## src/rtl/ied_pkg.sv

```systemverilog
// Purpose: shared constants and types for interrupt and exception dispatch
// Assumes: 32-bit program addresses, one core clock
// Notes:   offsets, the enable flag position and multi-bit reset values live here
package ied_pkg;

    localparam int          VEC_W          = 8;
    localparam int          NUM_VEC        = 256;
    localparam logic [7:0]  RSVD_VEC       = 8'h20;
    localparam logic [7:0]  NMI_VEC        = 8'h02;
    localparam logic [31:0] REAL_ENT_BYTES = 32'h0000_0004;
    localparam logic [31:0] PROT_ENT_BYTES = 32'h0000_0008;
    localparam logic [31:0] WORD_BYTES     = 32'h0000_0004;
    localparam int          IF_BIT         = 9;
    localparam logic [31:0] FLAGS_RST      = 32'h0000_0002;
    localparam logic [31:0] ADDR_RST       = 32'h0000_0000;
    localparam logic [15:0] SEL_RST        = 16'h0000;
    localparam logic [7:0]  VEC_RST        = 8'h00;

    // event classes
    typedef enum logic [2:0] {
        CLS_MASKABLE_REQUEST_INPUT  = 3'h0,
        CLS_NMI   = 3'h1,
        CLS_FAULT = 3'h2,
        CLS_TRAP  = 3'h3,
        CLS_ABORT = 3'h4
    } ied_cls_e;

    // gray along push, ack, table; return path on the far half
    typedef enum logic [2:0] {
        ST_IDLE    = 3'h0,
        ST_PUSH_IP = 3'h1,
        ST_PUSH_FL = 3'h3,
        ST_ACK     = 3'h2,
        ST_TBL     = 3'h6,
        ST_POP_FL  = 3'h5,
        ST_POP_IP  = 3'h4
    } ied_state_e;

    typedef enum logic [1:0] {
        OP_NONE = 2'h0,
        OP_PUSH = 2'h1,
        OP_POP  = 2'h2,
        OP_TBL  = 2'h3
    } ied_op_e;

    typedef struct packed {
        logic        take;
        logic        ack;
        ied_cls_e    cls;
        logic [7:0]  vec;
        logic [31:0] ret_ip;
    } ied_evt_s;

endpackage

```

## src/rtl/ied_classify.sv

```systemverilog
// Purpose: pick the winning event and its return point
// Assumes: fault and abort arrive before the instruction completes
// Notes:   purely combinational
`timescale 1ns/1ns
`default_nettype none
module ied_classify
(
    // core events
    input  wire logic             insn_done,
    input  wire logic             exc_req,
    input  wire ied_pkg::ied_cls_e exc_cls,
    input  wire logic [7:0]       exc_vec,
    input  wire logic             sw_req,
    input  wire logic [7:0]       sw_vec,
    input  wire logic [31:0]      insn_ip,
    input  wire logic [31:0]      next_ip,
    // hardware requests already qualified
    input  wire logic             nmi_ok,
    input  wire logic             maskable_request_input_ok,
    // result
    output var  ied_pkg::ied_evt_s evt
);
    wire logic     hw_ok    = insn_done & ~exc_req & ~sw_req;
    wire logic     take_nmi = hw_ok & nmi_ok;
    wire logic     take_int = hw_ok & ~nmi_ok & maskable_request_input_ok;
    wire ied_pkg::ied_cls_e cls =
        exc_req  ? exc_cls :
        sw_req   ? ied_pkg::CLS_TRAP :
        take_nmi ? ied_pkg::CLS_NMI : ied_pkg::CLS_MASKABLE_REQUEST_INPUT;
    // restartable classes return to the instruction start, prefixes included
    wire logic     restart  = exc_req & (exc_cls == ied_pkg::CLS_FAULT ||
                                         exc_cls == ied_pkg::CLS_ABORT);

    always_comb
    begin
        evt.take   = exc_req | sw_req | take_nmi | take_int;
        evt.cls    = cls;
        evt.ack    = take_int & ~exc_req & ~sw_req;
        evt.vec    = exc_req ? exc_vec : sw_req ? sw_vec :
                     take_nmi ? ied_pkg::NMI_VEC : ied_pkg::VEC_RST;
        evt.ret_ip = restart ? insn_ip : next_ip;
    end
endmodule // ied_classify
`default_nettype wire

```

## src/rtl/ied_entry_addr.sv

```systemverilog
// Purpose: byte address of one word of a vector table entry
// Assumes: table base is byte aligned to the entry size by software
// Notes:   entry size follows the mode latched at the event
`timescale 1ns/1ns
`default_nettype none
module ied_entry_addr
(
    // entry selection
    input  wire logic [31:0] base,
    input  wire logic [7:0]  vec,
    input  wire logic        prot,
    input  wire logic        word,
    // result
    output var  logic [31:0] addr
);
    localparam logic [31:0] ADDR0 = ied_pkg::ADDR_RST;

    wire logic [31:0] ent_sz = prot ? ied_pkg::PROT_ENT_BYTES
                                    : ied_pkg::REAL_ENT_BYTES;
    wire logic [31:0] prod   = {24'h000000, vec} * ent_sz;
    wire logic [31:0] woff   = word ? ied_pkg::WORD_BYTES : ADDR0;

    always_comb
    begin
        addr = base + prod + woff;
    end
endmodule // ied_entry_addr
`default_nettype wire

```

## src/rtl/ied_dispatch.sv

```systemverilog
// Purpose: interrupt and exception dispatch sequencer
// Assumes: core stalls while busy_r; stack unit does its own addressing
// Notes:   one event is dispatched at a time
//
// Overview of operation
// - hardware interrupts are taken only at an instruction boundary, return after it
// - faults are taken before completion; return points at the instruction start
// - traps are taken after the instruction; return points at the next one
// - aborts report severe errors where the causing instruction is unknown
// - up to 256 vectors, each selecting one table entry
// - real mode entries are 4 bytes: segment and 16-bit offset
// - protected mode entries are 8 byte descriptors
// - vectors below 32 belong to the device; external ones should be above
// - push address then flags, then get vector, read table, start handler
// - return from handler restores saved state and resumes
// - exceptions supply vectors internally; software calls take it from the instruction
// - maskable interrupts run an acknowledge cycle returning the vector
// - non-maskable request dispatches to vector 2 with no acknowledge
// - software vector calls are handled as exceptions
// - maskable interrupt needs request high and enable flag set
// - enable flag cleared on handler entry, restored by return
// - non-maskable requests held off during its handler; one is remembered
// - non-maskable wins over maskable at the same boundary
`timescale 1ns/1ns
`default_nettype none
module ied_dispatch
(
    // clock and reset
    input  wire logic              mclk,
    input  wire logic              rst_b,
    // core events
    input  wire logic              insn_done,
    input  wire logic [31:0]       insn_ip,
    input  wire logic [31:0]       next_ip,
    input  wire logic              exc_req,
    input  wire ied_pkg::ied_cls_e exc_cls,
    input  wire logic [7:0]        exc_vec,
    input  wire logic              sw_req,
    input  wire logic [7:0]        sw_vec,
    input  wire logic              ret_req,
    input  wire logic              prot_mode,
    input  wire logic [31:0]       tbl_base,
    input  wire logic              flags_wr,
    input  wire logic [31:0]       flags_in,
    // request pins
    input  wire logic              maskable_request_input,
    input  wire logic              nmi_req,
    // acknowledge cycle to the controller
    output var  logic              inta_r,
    input  wire logic              inta_vec_valid,
    input  wire logic [7:0]        inta_vec,
    // memory port for stack and table
    output var  logic              bus_req_r,
    output var  ied_pkg::ied_op_e  bus_op_r,
    output var  logic [31:0]       bus_addr_r,
    output var  logic [31:0]       bus_wdata_r,
    input  wire logic              bus_ack,
    input  wire logic [31:0]       bus_rdata,
    // status and handoff to the core
    output var  logic              busy_r,
    output var  ied_pkg::ied_cls_e evt_cls_r,
    output var  logic [7:0]        evt_vec_r,
    output var  logic              vec_rsvd_r,
    output var  logic [31:0]       flags_r,
    output var  logic              handler_go_r,
    output var  logic [15:0]       handler_cs_r,
    output var  logic [31:0]       handler_ip_r,
    output var  logic              resume_go_r,
    output var  logic [31:0]       resume_ip_r
);

////////////////////////////////////////////////////////////////////////////////

    ied_pkg::ied_state_e state_r;
    ied_pkg::ied_state_e state_nxt;
    ied_pkg::ied_evt_s   evt;
    logic [31:0]         ret_ip_r;
    logic [31:0]         flags_sv_r;
    logic                need_ack_r;
    logic                prot_r;
    logic                word_r;
    logic                nmi_d_r;
    logic                nmi_pend_r;
    logic                nmi_busy_r;
    logic [31:0]         ent_addr;

    wire logic st_idle   = (state_r == ied_pkg::ST_IDLE);
    wire logic st_ack    = (state_r == ied_pkg::ST_ACK);
    wire logic st_tbl    = (state_r == ied_pkg::ST_TBL);
    wire logic st_puship = (state_r == ied_pkg::ST_PUSH_IP);
    wire logic st_popip  = (state_r == ied_pkg::ST_POP_IP);
    wire logic st_popfl  = (state_r == ied_pkg::ST_POP_FL);

    // requests are only taken while idle (nmi edges latch in any state); the core stalls otherwise
    wire logic ret_now   = st_idle & ret_req;
    wire logic take_now  = st_idle & ~ret_req & evt.take;
    wire logic take_nmi  = take_now & (evt.cls == ied_pkg::CLS_NMI);
    wire logic maskable_request_input_ok   = maskable_request_input & flags_r[ied_pkg::IF_BIT];
    wire logic nmi_ok    = nmi_pend_r & ~nmi_busy_r;
    wire logic nmi_edge  = nmi_req & ~nmi_d_r;
    wire logic vec_in    = st_ack & inta_vec_valid;
    wire logic tbl_last  = st_tbl & bus_ack & (word_r | ~prot_r);
    wire logic ret_done  = st_popfl & bus_ack;

    wire logic [7:0] vec_nxt   = take_now ? evt.vec : vec_in ? inta_vec : evt_vec_r;
    wire logic       prot_nxt  = take_now ? prot_mode : prot_r;
    wire logic       word_nxt  = (state_nxt == ied_pkg::ST_TBL) & (word_r | (st_tbl & bus_ack));
    wire logic       bus_nxt   = (state_nxt != ied_pkg::ST_IDLE) &
                                 (state_nxt != ied_pkg::ST_ACK);
    wire ied_pkg::ied_op_e op_nxt =
        (state_nxt == ied_pkg::ST_TBL) ? ied_pkg::OP_TBL :
        (state_nxt == ied_pkg::ST_POP_IP || state_nxt == ied_pkg::ST_POP_FL) ?
        ied_pkg::OP_POP : bus_nxt ? ied_pkg::OP_PUSH : ied_pkg::OP_NONE;
    // program address goes out first, saved flags on its acknowledge
    wire logic [31:0] wdata_nxt = take_now ? evt.ret_ip :
                                  (st_puship & bus_ack) ? flags_sv_r : bus_wdata_r;
    wire logic [31:0] addr_nxt  = (state_nxt == ied_pkg::ST_TBL) ? ent_addr
                                                                 : ied_pkg::ADDR_RST;

////////////////////////////////////////////////////////////////////////////////

    ied_classify u_classify
    (
        .insn_done (insn_done),
        .exc_req   (exc_req),
        .exc_cls   (exc_cls),
        .exc_vec   (exc_vec),
        .sw_req    (sw_req),
        .sw_vec    (sw_vec),
        .insn_ip   (insn_ip),
        .next_ip   (next_ip),
        .nmi_ok    (nmi_ok),
        .maskable_request_input_ok   (maskable_request_input_ok),
        .evt       (evt)
    );

    ied_entry_addr u_entry
    (
        .base (tbl_base),
        .vec  (vec_nxt),
        .prot (prot_nxt),
        .word (word_nxt),
        .addr (ent_addr)
    );

////////////////////////////////////////////////////////////////////////////////

    always_comb
    begin
        state_nxt = state_r;
        case (state_r)
            ied_pkg::ST_IDLE:
                if (ret_now)
                    state_nxt = ied_pkg::ST_POP_IP;
                else if (take_now)
                    state_nxt = ied_pkg::ST_PUSH_IP;
            ied_pkg::ST_PUSH_IP:
                if (bus_ack)
                    state_nxt = ied_pkg::ST_PUSH_FL;
            ied_pkg::ST_PUSH_FL:
                if (bus_ack)
                    state_nxt = need_ack_r ? ied_pkg::ST_ACK : ied_pkg::ST_TBL;
            ied_pkg::ST_ACK:
                if (inta_vec_valid)
                    state_nxt = ied_pkg::ST_TBL;
            ied_pkg::ST_TBL:
                if (tbl_last)
                    state_nxt = ied_pkg::ST_IDLE;
            ied_pkg::ST_POP_IP:
                if (bus_ack)
                    state_nxt = ied_pkg::ST_POP_FL;
            ied_pkg::ST_POP_FL:
                if (bus_ack)
                    state_nxt = ied_pkg::ST_IDLE;
            default:
                state_nxt = ied_pkg::ST_IDLE;
        endcase
    end

////////////////////////////////////////////////////////////////////////////////

    always_ff @(posedge mclk)
    begin
        if (!rst_b)
        begin
            state_r     <= ied_pkg::ST_IDLE;
            bus_req_r   <= 1'b0;
            bus_op_r    <= ied_pkg::OP_NONE;
            bus_addr_r  <= ied_pkg::ADDR_RST;
            bus_wdata_r <= ied_pkg::ADDR_RST;
            inta_r      <= 1'b0;
            busy_r      <= 1'b0;
            evt_vec_r   <= ied_pkg::VEC_RST;
            prot_r      <= 1'b0;
            word_r      <= 1'b0;
        end
        else
        begin
            state_r     <= state_nxt;
            bus_req_r   <= bus_nxt;
            bus_op_r    <= op_nxt;
            bus_addr_r  <= addr_nxt;
            bus_wdata_r <= wdata_nxt;
            inta_r      <= (state_nxt == ied_pkg::ST_ACK);
            busy_r      <= (state_nxt != ied_pkg::ST_IDLE);
            evt_vec_r   <= vec_nxt;
            prot_r      <= prot_nxt;
            word_r      <= word_nxt;
        end
    end

    always_ff @(posedge mclk)
    begin
        if (!rst_b)
        begin
            evt_cls_r  <= ied_pkg::CLS_MASKABLE_REQUEST_INPUT;
            ret_ip_r   <= ied_pkg::ADDR_RST;
            flags_sv_r <= ied_pkg::FLAGS_RST;
            need_ack_r <= 1'b0;
            vec_rsvd_r <= 1'b0;
        end
        else if (take_now)
        begin
            evt_cls_r  <= evt.cls;
            ret_ip_r   <= evt.ret_ip;
            flags_sv_r <= flags_r;
            need_ack_r <= evt.ack;
            vec_rsvd_r <= 1'b0;
        end
        else if (vec_in)
        begin
            // reserved vectors from outside are flagged, still dispatched
            vec_rsvd_r <= (inta_vec < ied_pkg::RSVD_VEC);
        end
    end

    // entry clears the enable flag; return restores the stacked copy
    always_ff @(posedge mclk)
    begin
        if (!rst_b)
            flags_r <= ied_pkg::FLAGS_RST;
        else if (take_now)
            flags_r <= flags_r & ~(32'h0000_0001 << ied_pkg::IF_BIT);
        else if (ret_done)
            flags_r <= bus_rdata;
        else if (flags_wr)
            flags_r <= flags_in;
    end

    // one remembered request; a new edge beats the clear on take
    always_ff @(posedge mclk)
    begin
        if (!rst_b)
        begin
            nmi_d_r    <= 1'b0;
            nmi_pend_r <= 1'b0;
            nmi_busy_r <= 1'b0;
        end
        else
        begin
            nmi_d_r    <= nmi_req;
            nmi_pend_r <= nmi_edge | (nmi_pend_r & ~take_nmi);
            nmi_busy_r <= take_nmi | (nmi_busy_r & ~ret_done);
        end
    end

    always_ff @(posedge mclk)
    begin
        if (!rst_b)
        begin
            handler_go_r <= 1'b0;
            handler_cs_r <= ied_pkg::SEL_RST;
            handler_ip_r <= ied_pkg::ADDR_RST;
            resume_go_r  <= 1'b0;
            resume_ip_r  <= ied_pkg::ADDR_RST;
        end
        else
        begin
            handler_go_r <= tbl_last;
            resume_go_r  <= ret_done;
            if (st_tbl & bus_ack & ~word_r)
            begin
                handler_cs_r <= bus_rdata[31:16];
                handler_ip_r <= {16'h0000, bus_rdata[15:0]};
            end
            else if (st_tbl & bus_ack)
                handler_ip_r <= {bus_rdata[31:16], handler_ip_r[15:0]};
            if (st_popip & bus_ack)
                resume_ip_r <= bus_rdata;
        end
    end
endmodule // ied_dispatch
`default_nettype wire

```

## config.mk

```make
export PLATFORM = sky130hd
export DESIGN_NAME = ied_dispatch
export DESIGN_NICKNAME = d
export VERILOG_FILES = /design/src/rtl/ied_pkg.sv /design/src/rtl/ied_classify.sv /design/src/rtl/ied_entry_addr.sv /design/src/rtl/ied_dispatch.sv
export SDC_FILE = /design/constraint.sdc
export NUM_CORES = 1
export LEC_CHECK = 0
export BUFFER_PORTS_ARGS = -buffer_cell sky130_fd_sc_hd__buf_4
export CORE_ASPECT_RATIO = 0.75
export CORE_MARGIN = 4
export CORE_UTILIZATION = 53
export DETAILED_ROUTE_END_ITERATION = 12
export PLACE_DENSITY = 0.95
export SLEW_MARGIN = 20
export SYNTH_ARGS = -nofsm -noshare
export SYNTH_HDL_FRONTEND = slang
export SYNTH_SLANG_ARGS = --single-unit
```

## constraint.sdc

```tcl
create_clock -name mclk -period 9.28 [get_ports mclk]
set_input_delay 1.856 -clock mclk [delete_from_list [all_inputs] [get_ports mclk]]
set_output_delay 1.856 -clock mclk [all_outputs]
set_load 0.005 [all_outputs]
```

=== Word level (Yosys, flattened, before mapping) ===
Cells that the tools add are included.

* Register bits: 236
* Bits of input ports: 199
* Output and inout bits: 195
* Logic and storage cells: 128

* Add/sub/neg operators: 2
* Multipliers: 1
* $lt $le $gt $ge: 1
* Equal/unequal tests: 14
* Muxes and demuxes: 30
* Bitwise logic cells: 45
* Reductions and logical operators: 10

{| class="wikitable"
|+ Operators by type and width
! operator !! count
|-
| $mux 32 || 5
|-
| $add 32x32->32 || 2
|-
| $mux 3 || 12
|-
| $mul 8x32->32 || 1
|-
| $mux 8 || 4
|-
| $and 1x1->1 || 26
|-
| $eq 3x3->1 const B || 7
|-
| $pmux 3 s7 || 1
|-
| $mux 16 || 1
|-
| $eq 3x2->1 const B || 4
|-
| $not 1->1 || 12
|-
| $lt 8x6->1 const B || 1
|-
| $or 1x1->1 || 7
|-
| $eq 3x1->1 const B || 2
|-
| $mux 2 || 3
|-
| $mux 4 || 1
|-
| $reduce_and 2->1 || 2
|-
| $reduce_bool 2->1 || 2
|-
| $reduce_or 2->1 || 2
|-
| $logic_not 3->1 || 1
|-
| $mux 1 || 3
|-
| $ne 3x2->1 const B || 1
|-
| $reduce_bool 3->1 || 1
|-
| $logic_or 1x1->1 || 2
|}

=== Depth between registers and ports, before layout ===
Gate-level depths: netlist (run 1).

* Depth after elaboration: 15
* Mapped depth: 19
* Depth with buffers taken out: 16

=== By module ===
Synthesis (run 1) repeated with hierarchy kept, for this count alone.

* Cell total of the unflattened synthesis: 1253
* Area total of the unflattened synthesis: 10951.8 µm²

{| class="wikitable"
|+ By module, submodules not included
! module !! instances !! cells each !! area each (µm²) !! seq. area each (µm²)
|-
| ied_dispatch || 1 || 986 || 8690.8 || 4724.5
|-
| ied_entry_addr || 1 || 208 || 1589.0 || 0.0
|-
| ied_classify || 1 || 59 || 671.9 || 0.0
|}

=== Least setup slack after synthesis (run 1) ===
OpenSTA, ideal clock, no wires.

* Kind: input to register
* Start: input ret_req
* End: register bus_addr_r[22]
* Setup time: 0.128 ns
* Arrival: 5.046 ns
* Data required time: 9.152 ns
* Path slack: 4.106 ns
* Stages on the path: 14
* Path buffers: 1
* Cells stage by stage: nor4_4 > a21boi_4 > mux2i_1 > clkbuf_1 > mux2_2 > ha_1 > ha_1 > and4_1 > a221oi_1 > o211ai_1 > nand3_1 > a211oi_1 > xnor2_1 > nor2_1

* Word-level cells in the longest chain between the ends: 10
* Elaborated cells between the ends (all ways): 17
* Classes of those cells: add/sub (2); mul (1); eq/ne (1); mux (7); bitwise (5); reduce/logical (1)

{| class="wikitable"
|+ Ends and longest elaborated chain
! what !! RTL line !! source
|-
| from (decl) || ied_dispatch.sv:40 || <nowiki>input wire logic ret_req,</nowiki>
|-
| parallel branches: the longest is 10 deep, another holds $mul 8x32->32 || n/a ||
|-
| to (signal assigned) || ied_dispatch.sv:189 || <nowiki>bus_addr_r <= ied_pkg::ADDR_RST;</nowiki>
|-
| to (signal assigned) || ied_dispatch.sv:202 || <nowiki>bus_addr_r <= addr_nxt;</nowiki>
|-
| to (decl) || ied_dispatch.sv:55 || <nowiki>output var logic [31:0] bus_addr_r,</nowiki>
|}

Several ways; the timed one is not identified.
A chain may end at the register's enable or synchronous reset.

=== Worst setup path after layout (run 1) ===
* Start: input ret_req
* End: register bus_addr_r[15]

The elaborated chain is that of the path after synthesis.

==> impl_metrics.yaml, run 1 <==
run_status:
  status: "complete, no violations"
pwr:
  p_per_area_nw_per_um2: 191
  p_int_mw: 1.91
  seqPwrFrac_pct: 42.0
  clkPwrFrac_pct: 35.4
  p_sw_uw: 794
  p_leak_nw: 6.38
  peakVddDrop_mv: 0.183
  switching_share_pct: 29.4
  fin_total_pwr_mw: 2.70
  comb_power_share_pct: 22.6
yosys:
  synth_cell_type_count: 60
  synth.top_cells.by_area: "dfxtp_1 45%, nand2_1 9.2%, a21oi_1 8.3%, mux2i_1 7.0%, a211oi_1 5.3%"
  ys_ff_latch: 236
  synth.cells.most_frequent: "254 x nand2_1, 236 x dfxtp_1, 173 x a21oi_1"
  synth.yosys.seq_area_share_pct: 45.4
  synthCells: 1251
  synth.most_common_cell: "nand2_1"
  synth.net_count: 1471
  avgSynthCellArea_um2: 8.32
  yosysTopAreaCell: "dfxtp_1"
  synth.top_cell.area_share_pct: 45.4
  synth_edf_count: 0
  ys.warnings.count: 0
  syn-cell-area_um2: 10400
  synthFlopType: "dfxtp_1"
  async_flop_share_pct: 0
floorplanning:
  ioPinCount: 394
  die_w_um: 170
  start_util_pct: 53.9
  dieArea_um2: 22000
  coreArea_um2: 19300
  rows: 44
  die_h_um: 129
placed_design:
  port_buffers: 393
  dp_slack_ns: 2.46
  dpl-instance-area_um2: 13300
  globalplace.congestion: 0.904
  place_hpwl_um: 26100
  dp.cells: 1808
timing:
  period_share_pct: 68.8
  fmax_mhz: 157
  finalMaxSlewViolations: 0
  finalCriticalPeriod_ns: 6.39
  whs_ns: 0.452
  finalWorstSetupSlack_ns: 2.89
  tns_ns: 0
  finalClockSkew_ns: 0.0155
  rsz0062_at_grt: "false"
  worst_slew_pin_slew_ns: 1.06
  slew_headroom_pct: 29.4
  finalSetupViolations: 0
  hold_viol: 0
setup_path:
  r2r_setup_slack_ns: 3.66
  slowest_delay_ns: 0.80
  critPathRequiredTime_ns: 9.64
  arrival_ns: 6.75
  worstPathCellList: "buf_4, nor4_4, a21boi_4, buf_4, mux2i_1, mux2_2, ha_1, ha_1, a21o_1, a21oi_1, o21ai_0, a22oi_2, a21boi_0, xnor2_1, nor2_1"
  regToRegStartpoint: "state_r[0]"
  worstSetupStartpointType: "primary input"
  path_class: "primary input to register"
  slowest_stage: "mux2i_1"
  crit_start: "ret_req"
  cp_max_fo: 104
  worst_setup_path_end_kind: "register"
cells_and_area:
  utilization_pct: 73.1
  post_route_cells_drive_above_1_share_pct: 29.4
  final_nets: 1801
  diodes: 0
  final_cells: 1850
  fillers: 1411
  final_area_um2: 14100
  area_delta_synth_final_pct: 35.7
hold_path:
  hp-start: "flags_sv_r[3]"
  min_path_type: "register to register"
drt:
  drtIter0Drc: 1054
  drc: 0
  routed-via-count: 10500
  postRouteAntennaNets: 0
  first_pass_iters: 6
  finalWirelength_um: 35700
  routed_via_density: 5.66
  wl_per_cell_um: 19.3
grt:
  first_global_vias: 9967
  use_met2_pct: 47.4
  gr-total-overflow: 0
  antenna_found_initial: 0
  grtUsageMet3_pct: 7.32
  track_usage_pct: 30.2
  grt_first_pass_wirelength_um: 53400
  grt_start_max_net_pins: 168
  grt_util_met1_pct: 40.5
  grt_most_used_layer: "met2"
clock_tree:
  postCtsSetupBuffers: 0
  cts-root-buf: "clkbuf_16"
  cts_inserted_buffers: 24
  h-tree-depth: 1
  ctsResizeCount: 0
  clk_pin_slew_ns: 0.06
  clk_latency_ns: 0.51
  cts_tree: "done"
  cts_sinks: 236
  hold_buffers: 0
  clock_path_buffers: 3
flow_run:
  drv_cap: 0
worst paths after layout:
| check | endpoint | depth (start not counted) |
|---|---|---|
| setup / recovery | bus_addr_r[15] | 15 |
| hold / removal | flags_sv_r[3] | 2 |
| setup reg to reg | bus_addr_r[15] | 14 |
| hold reg to reg | flags_sv_r[3] | 2 |
power by group through the flow:
stage          clock network, mW  logic, mW  registers [mW]
2_1_floorplan                  0      0.355            1.14
3_3_place_gp                   0      0.586            1.15
3_5_place_dp                   0      0.601            1.15
4_1_cts                    0.966      0.605            1.13
5_1_grt                     1.01      0.666            1.14
6_report                   0.956      0.612            1.13
metal layers:
metal	wire (um)	up-vias	part of all wire, %
met2	15900	529	45
li1	-	4934	-
met5	0	-	0
met1	14600	4893	41
met4	1660	0	4.7
met3	3490	120	9.8
kinds of logic (layout without fill, tap and decap cells):
| group | count (synthesis) | count (layout) | synth area share [%] |
|---|---|---|---|
| xor gates and xnor gates | 27 | 27 | 2.27 |
| adders and majority gates | 21 | 21 | 2.52 |
| and+or+nand+nor | 472 | 472 | 19.0 |
| muxes | 82 | 82 | 8.03 |
| other | 1 | 1 | 0.0360 |
| buffers and inverters | 109 | 455 | 4.63 |
| DFF | 236 | 236 | 45.4 |
| AOI/OAI and AO/OA | 303 | 303 | 18.2 |
cell usage in the layout (no fill, tap or decap), types with 3 or more instances in the layout:
master      instances
a211oi_1           74
clkbuf_16          25
dfxtp_1           236
clkbuf_8            5
a21boi_0            3
nand3_1            12
a31oi_1             3
nor2b_1             7
clkbuf_1            3
nand2b_1            5
a21oi_1           173
o21ai_0            10
nand4_1             6
nand2_1           252
xnor2_1            18
and2_1             14
and3_1             12
nor3_1              8
buf_4             402
a221oi_1            7
mux2_2              8
nor2_1            142
inv_1              10
clkinvlp_4          3
ha_1               21
xor2_1              9
mux2i_1            73
a21o_1              8
clkinv_2            5
o21bai_1            3
worst max-delay path, delay by kind of cell:
kind,cells,cell delay [ns]
compound gates,6,1.65
mux,2,1.21
simple gates,2,0.27
buf+inv,2,0.90
xor+xnor,1,0.19
fa+ha+maj,2,0.68
flip-flops by register name (all words and copies together), names as in the netlist, 2 cells and up:
| name | count |
|---|---|
| bus_op_r | 2 |
| resume_ip_r | 32 |
| flags_sv_r | 32 |
| bus_wdata_r | 32 |
| handler_cs_r | 16 |
| handler_ip_r | 32 |
| evt_vec_r | 8 |
| bus_addr_r | 32 |
| flags_r | 32 |
| state_r | 3 |
| evt_cls_r | 3 |
area by class of cell:
| cell class | instances | area, um^2 | area share (%) |
|---|---|---|---|
| repair buffers | 402 | 3020 | 21.4 |
| well taps | 253 | 317 | 2.24 |
| flip-flops and latches | 236 | 4720 | 33.4 |
| inverters | 11 | 48.8 | 0.345 |
| clock inverters | 9 | 77.6 | 0.549 |
| clock buffers | 33 | 706 | 5.00 |
| multi-input cells | 906 | 5240 | 37.1 |
(Power assumes the default switching activity.)
==> run 2, diff against run 1 <==
ABC_AREA = 1   (was default)
CORE_UTILIZATION = 49   (was 53)
PLACE_DENSITY = 0.9   (was 0.95)
clock period = 6.1 ns   (was 9.28 ns; I/O delays follow)
==> impl_metrics.yaml, run 2 <==
timing:
  whs_ns: 0.423
  finalClockSkew_ns: 0.0192
  fmax_mhz: 215
  hold_viol: 0
  finalSetupViolations: 0
  rsz0062_at_grt: "false"
  tns_ns: 0
  slew_headroom_pct: 27.6
  finalCriticalPeriod_ns: 4.66
  finalMaxSlewViolations: 0
  worst_slew_pin_slew_ns: 1.09
  period_share_pct: 76.3
setup_path:
  path_class: "primary input to register"
  critical-path-top-delay-family: "simple AND/OR/NAND/NOR gates"
  worstSetupStartpointType: "primary input"
  endpoint: "bus_addr_r[30]"
  slowest_delay_ns: 0.42
  critPathRequiredTime_ns: 6.48
  slowest_stage: "buf_4"
  cp_num_buf_inv: 4
  worst_setup_path_end_kind: "register"
  crit_start: "exc_req"
  cp_max_fo: 45
  r2r_end: "bus_addr_r[30]"
  worstPathCellList: "buf_4, nor2_1, nand2_1, o21bai_1, nand2_2, buf_4, inv_2, buf_4, o21ai_0, nand2_1, o21ai_0, ha_1, ha_1, nand2_1, nor4_1, nand2_1, nand2_1, nand2_1, nand2_2, nand3_1, nand2_1, a21oi_1"
  arrival_ns: 5.04
  crit_top_cell: "nand2_1"
  cp.depth: 22
  r2r_setup_slack_ns: 1.98
  worstRegToRegCells: 19
  regToRegStartpoint: "state_r[2]"
grt:
  gr-total-overflow: 0
  grt_first_pass_wirelength_um: 57600
  antenna_found_initial: 0
  first_global_vias: 10400
  grt_start_max_net_pins: 115
  track_usage_pct: 30.8
cells_and_area:
  diodes: 0
  utilization_pct: 69.4
  final_nets: 1937
  final_common_cell: "buf_4"
  final_area_um2: 14200
  area_delta_synth_final_pct: 37.7
  mostFrequentLayoutCells: "402 x buf_4, 340 x nand2_1, 236 x dfxtp_1"
  post_route_cells_drive_above_1_share_pct: 29.8
  fillers: 1624
drt:
  postRouteAntennaNets: 0
  drtIter0Drc: 1020
  wl_per_cell_um: 19.2
  wl_met2_um: 16800
  top_layer_used: "met4"
  routed-via-count: 11100
  finalWirelength_um: 38600
  routed_via_density: 5.52
  first_pass_iters: 5
  drc: 0
  drt-met1-wl_um: 16200
  wl_met3_um: 3980
floorplanning:
  coreArea_um2: 20400
  dieArea_um2: 23400
  die_w_um: 175
  start_util_pct: 50.4
  rows: 45
  ioPinCount: 394
  die_h_um: 134
yosys:
  synthCells: 1370
  synth.top_cell.area_share_pct: 45.9
  ys_ff_latch: 236
  synth_cell_type_count: 44
  avgSynthCellArea_um2: 7.52
  syn-cell-area_um2: 10300
  yosysTopAreaCell: "dfxtp_1"
  synth.top_cells.by_area: "dfxtp_1 46%, nand2_1 12%, a21oi_1 6.9%, o21ai_0 6.7%, a31oi_1 3.8%"
  synth.cells.most_frequent: "341 x nand2_1, 236 x dfxtp_1, 142 x a21oi_1"
  synth.most_common_cell: "nand2_1"
  ys.warnings.count: 0
  synth.yosys.seq_area_share_pct: 45.9
  async_flop_share_pct: 0
  synthFlopType: "dfxtp_1"
  synth.net_count: 1590
  synth_edf_count: 0
pwr:
  p_leak_nw: 6.42
  fin_total_pwr_mw: 4.54
  peakVddDrop_mv: 0.224
  p_per_area_nw_per_um2: 320
clock_tree:
  cts_inserted_buffers: 24
  postCtsSetupBuffers: 0
  cts-root-buf: "clkbuf_16"
  clk_latency_ns: 0.52
  clk_pin_slew_ns: 0.06
  cts_tree: "done"
  clock_path_buffers: 3
  cts_sinks: 236
  h-tree-depth: 1
  hold_buffers: 0
  ctsResizeCount: 0
run_status:
  status: "complete, no violations"
placed_design:
  globalplace.congestion: 0.979
  dpl-instance-area_um2: 13300
  place_hpwl_um: 29600
  port_buffers: 393
flow_run:
  drv_cap: 0
hold_path:
  min_path_type: "register to register"
-- run 2: cell families after synthesis --
kind of cell | after synthesis | share of synthesized area (%)
compound gates | 375 | 19.8
xor+xnor | 2 | 0.170
fa+ha+maj | 21 | 2.55
buf+inv | 184 | 6.96
flops | 236 | 45.9
mux | 32 | 3.50
other cells | 1 | 0.0364
simple gates | 519 | 21.1
-- run 2: per-layer routing --
| metal | up-vias | track usage, % |
|---|---|---|
| met3 | 90 | 7.66 |
| met5 | - | 0 |
| met1 | 5137 | 42.2 |
| met4 | 0 | 11.7 |
| li1 | 5282 | - |
| met2 | 610 | 47.0 |
-- run 2: per-stage QoR --
step,setup WS [ns],std cells
after floorplan,2.04,1370
final,1.44,2016
after global routing,1.19,2016
after CTS,1.54,2016
after detailed placement,1.00,1973
after global placement,1.16,1973
-- run 2: power breakdown --
part           switching, mW  total [mW]  internal (mW)
Combinational          0.669        1.15          0.485
Sequential             0.117        1.83           1.71
Clock                  0.623        1.56          0.934
-- run 2: final cells by class --
| cell class | instances | area (um^2) | share of cell area (%) |
|---|---|---|---|
| clock buffers | 30 | 653 | 4.60 |
| clock inverters | 13 | 185 | 1.31 |
| inverters | 103 | 388 | 2.73 |
| multi-input cells | 950 | 4860 | 34.3 |
| flip-flops and latches | 236 | 4720 | 33.3 |
| well taps | 282 | 353 | 2.49 |
| repair buffers | 402 | 3020 | 21.3 |
-- run 2: worst min path at each step --
| stage | from | endpoint | slack, ns | cells after the start |
|---|---|---|---|---|
| 2_1_floorplan | nmi_d_r | nmi_pend_r | 0.40 | 1 |
| 3_3_place_gp | nmi_d_r | nmi_pend_r | 0.40 | 1 |
| 3_5_place_dp | nmi_d_r | nmi_pend_r | 0.41 | 1 |
| 4_1_cts | nmi_d_r | nmi_pend_r | 0.42 | 1 |
| 5_1_grt | nmi_d_r | nmi_pend_r | 0.43 | 1 |
| 6_report | nmi_d_r | nmi_pend_r | 0.42 | 1 |
-- run 2: worst register-to-register path, stage by stage (launching register included) --
cell and delay (ns):
dfxtp_1 0.41, nor4_1 0.47, nand2_2 0.08, buf_4 0.29
inv_2 0.14, buf_4 0.33, o21ai_0 0.23, nand2_1 0.09
o21ai_0 0.08, ha_1 0.29, ha_1 0.38, nand2_1 0.16
nor4_1 0.31, nand2_1 0.08, nand2_1 0.13, nand2_1 0.09
nand2_2 0.18, nand3_1 0.10, nand2_1 0.09, a21oi_1 0.05
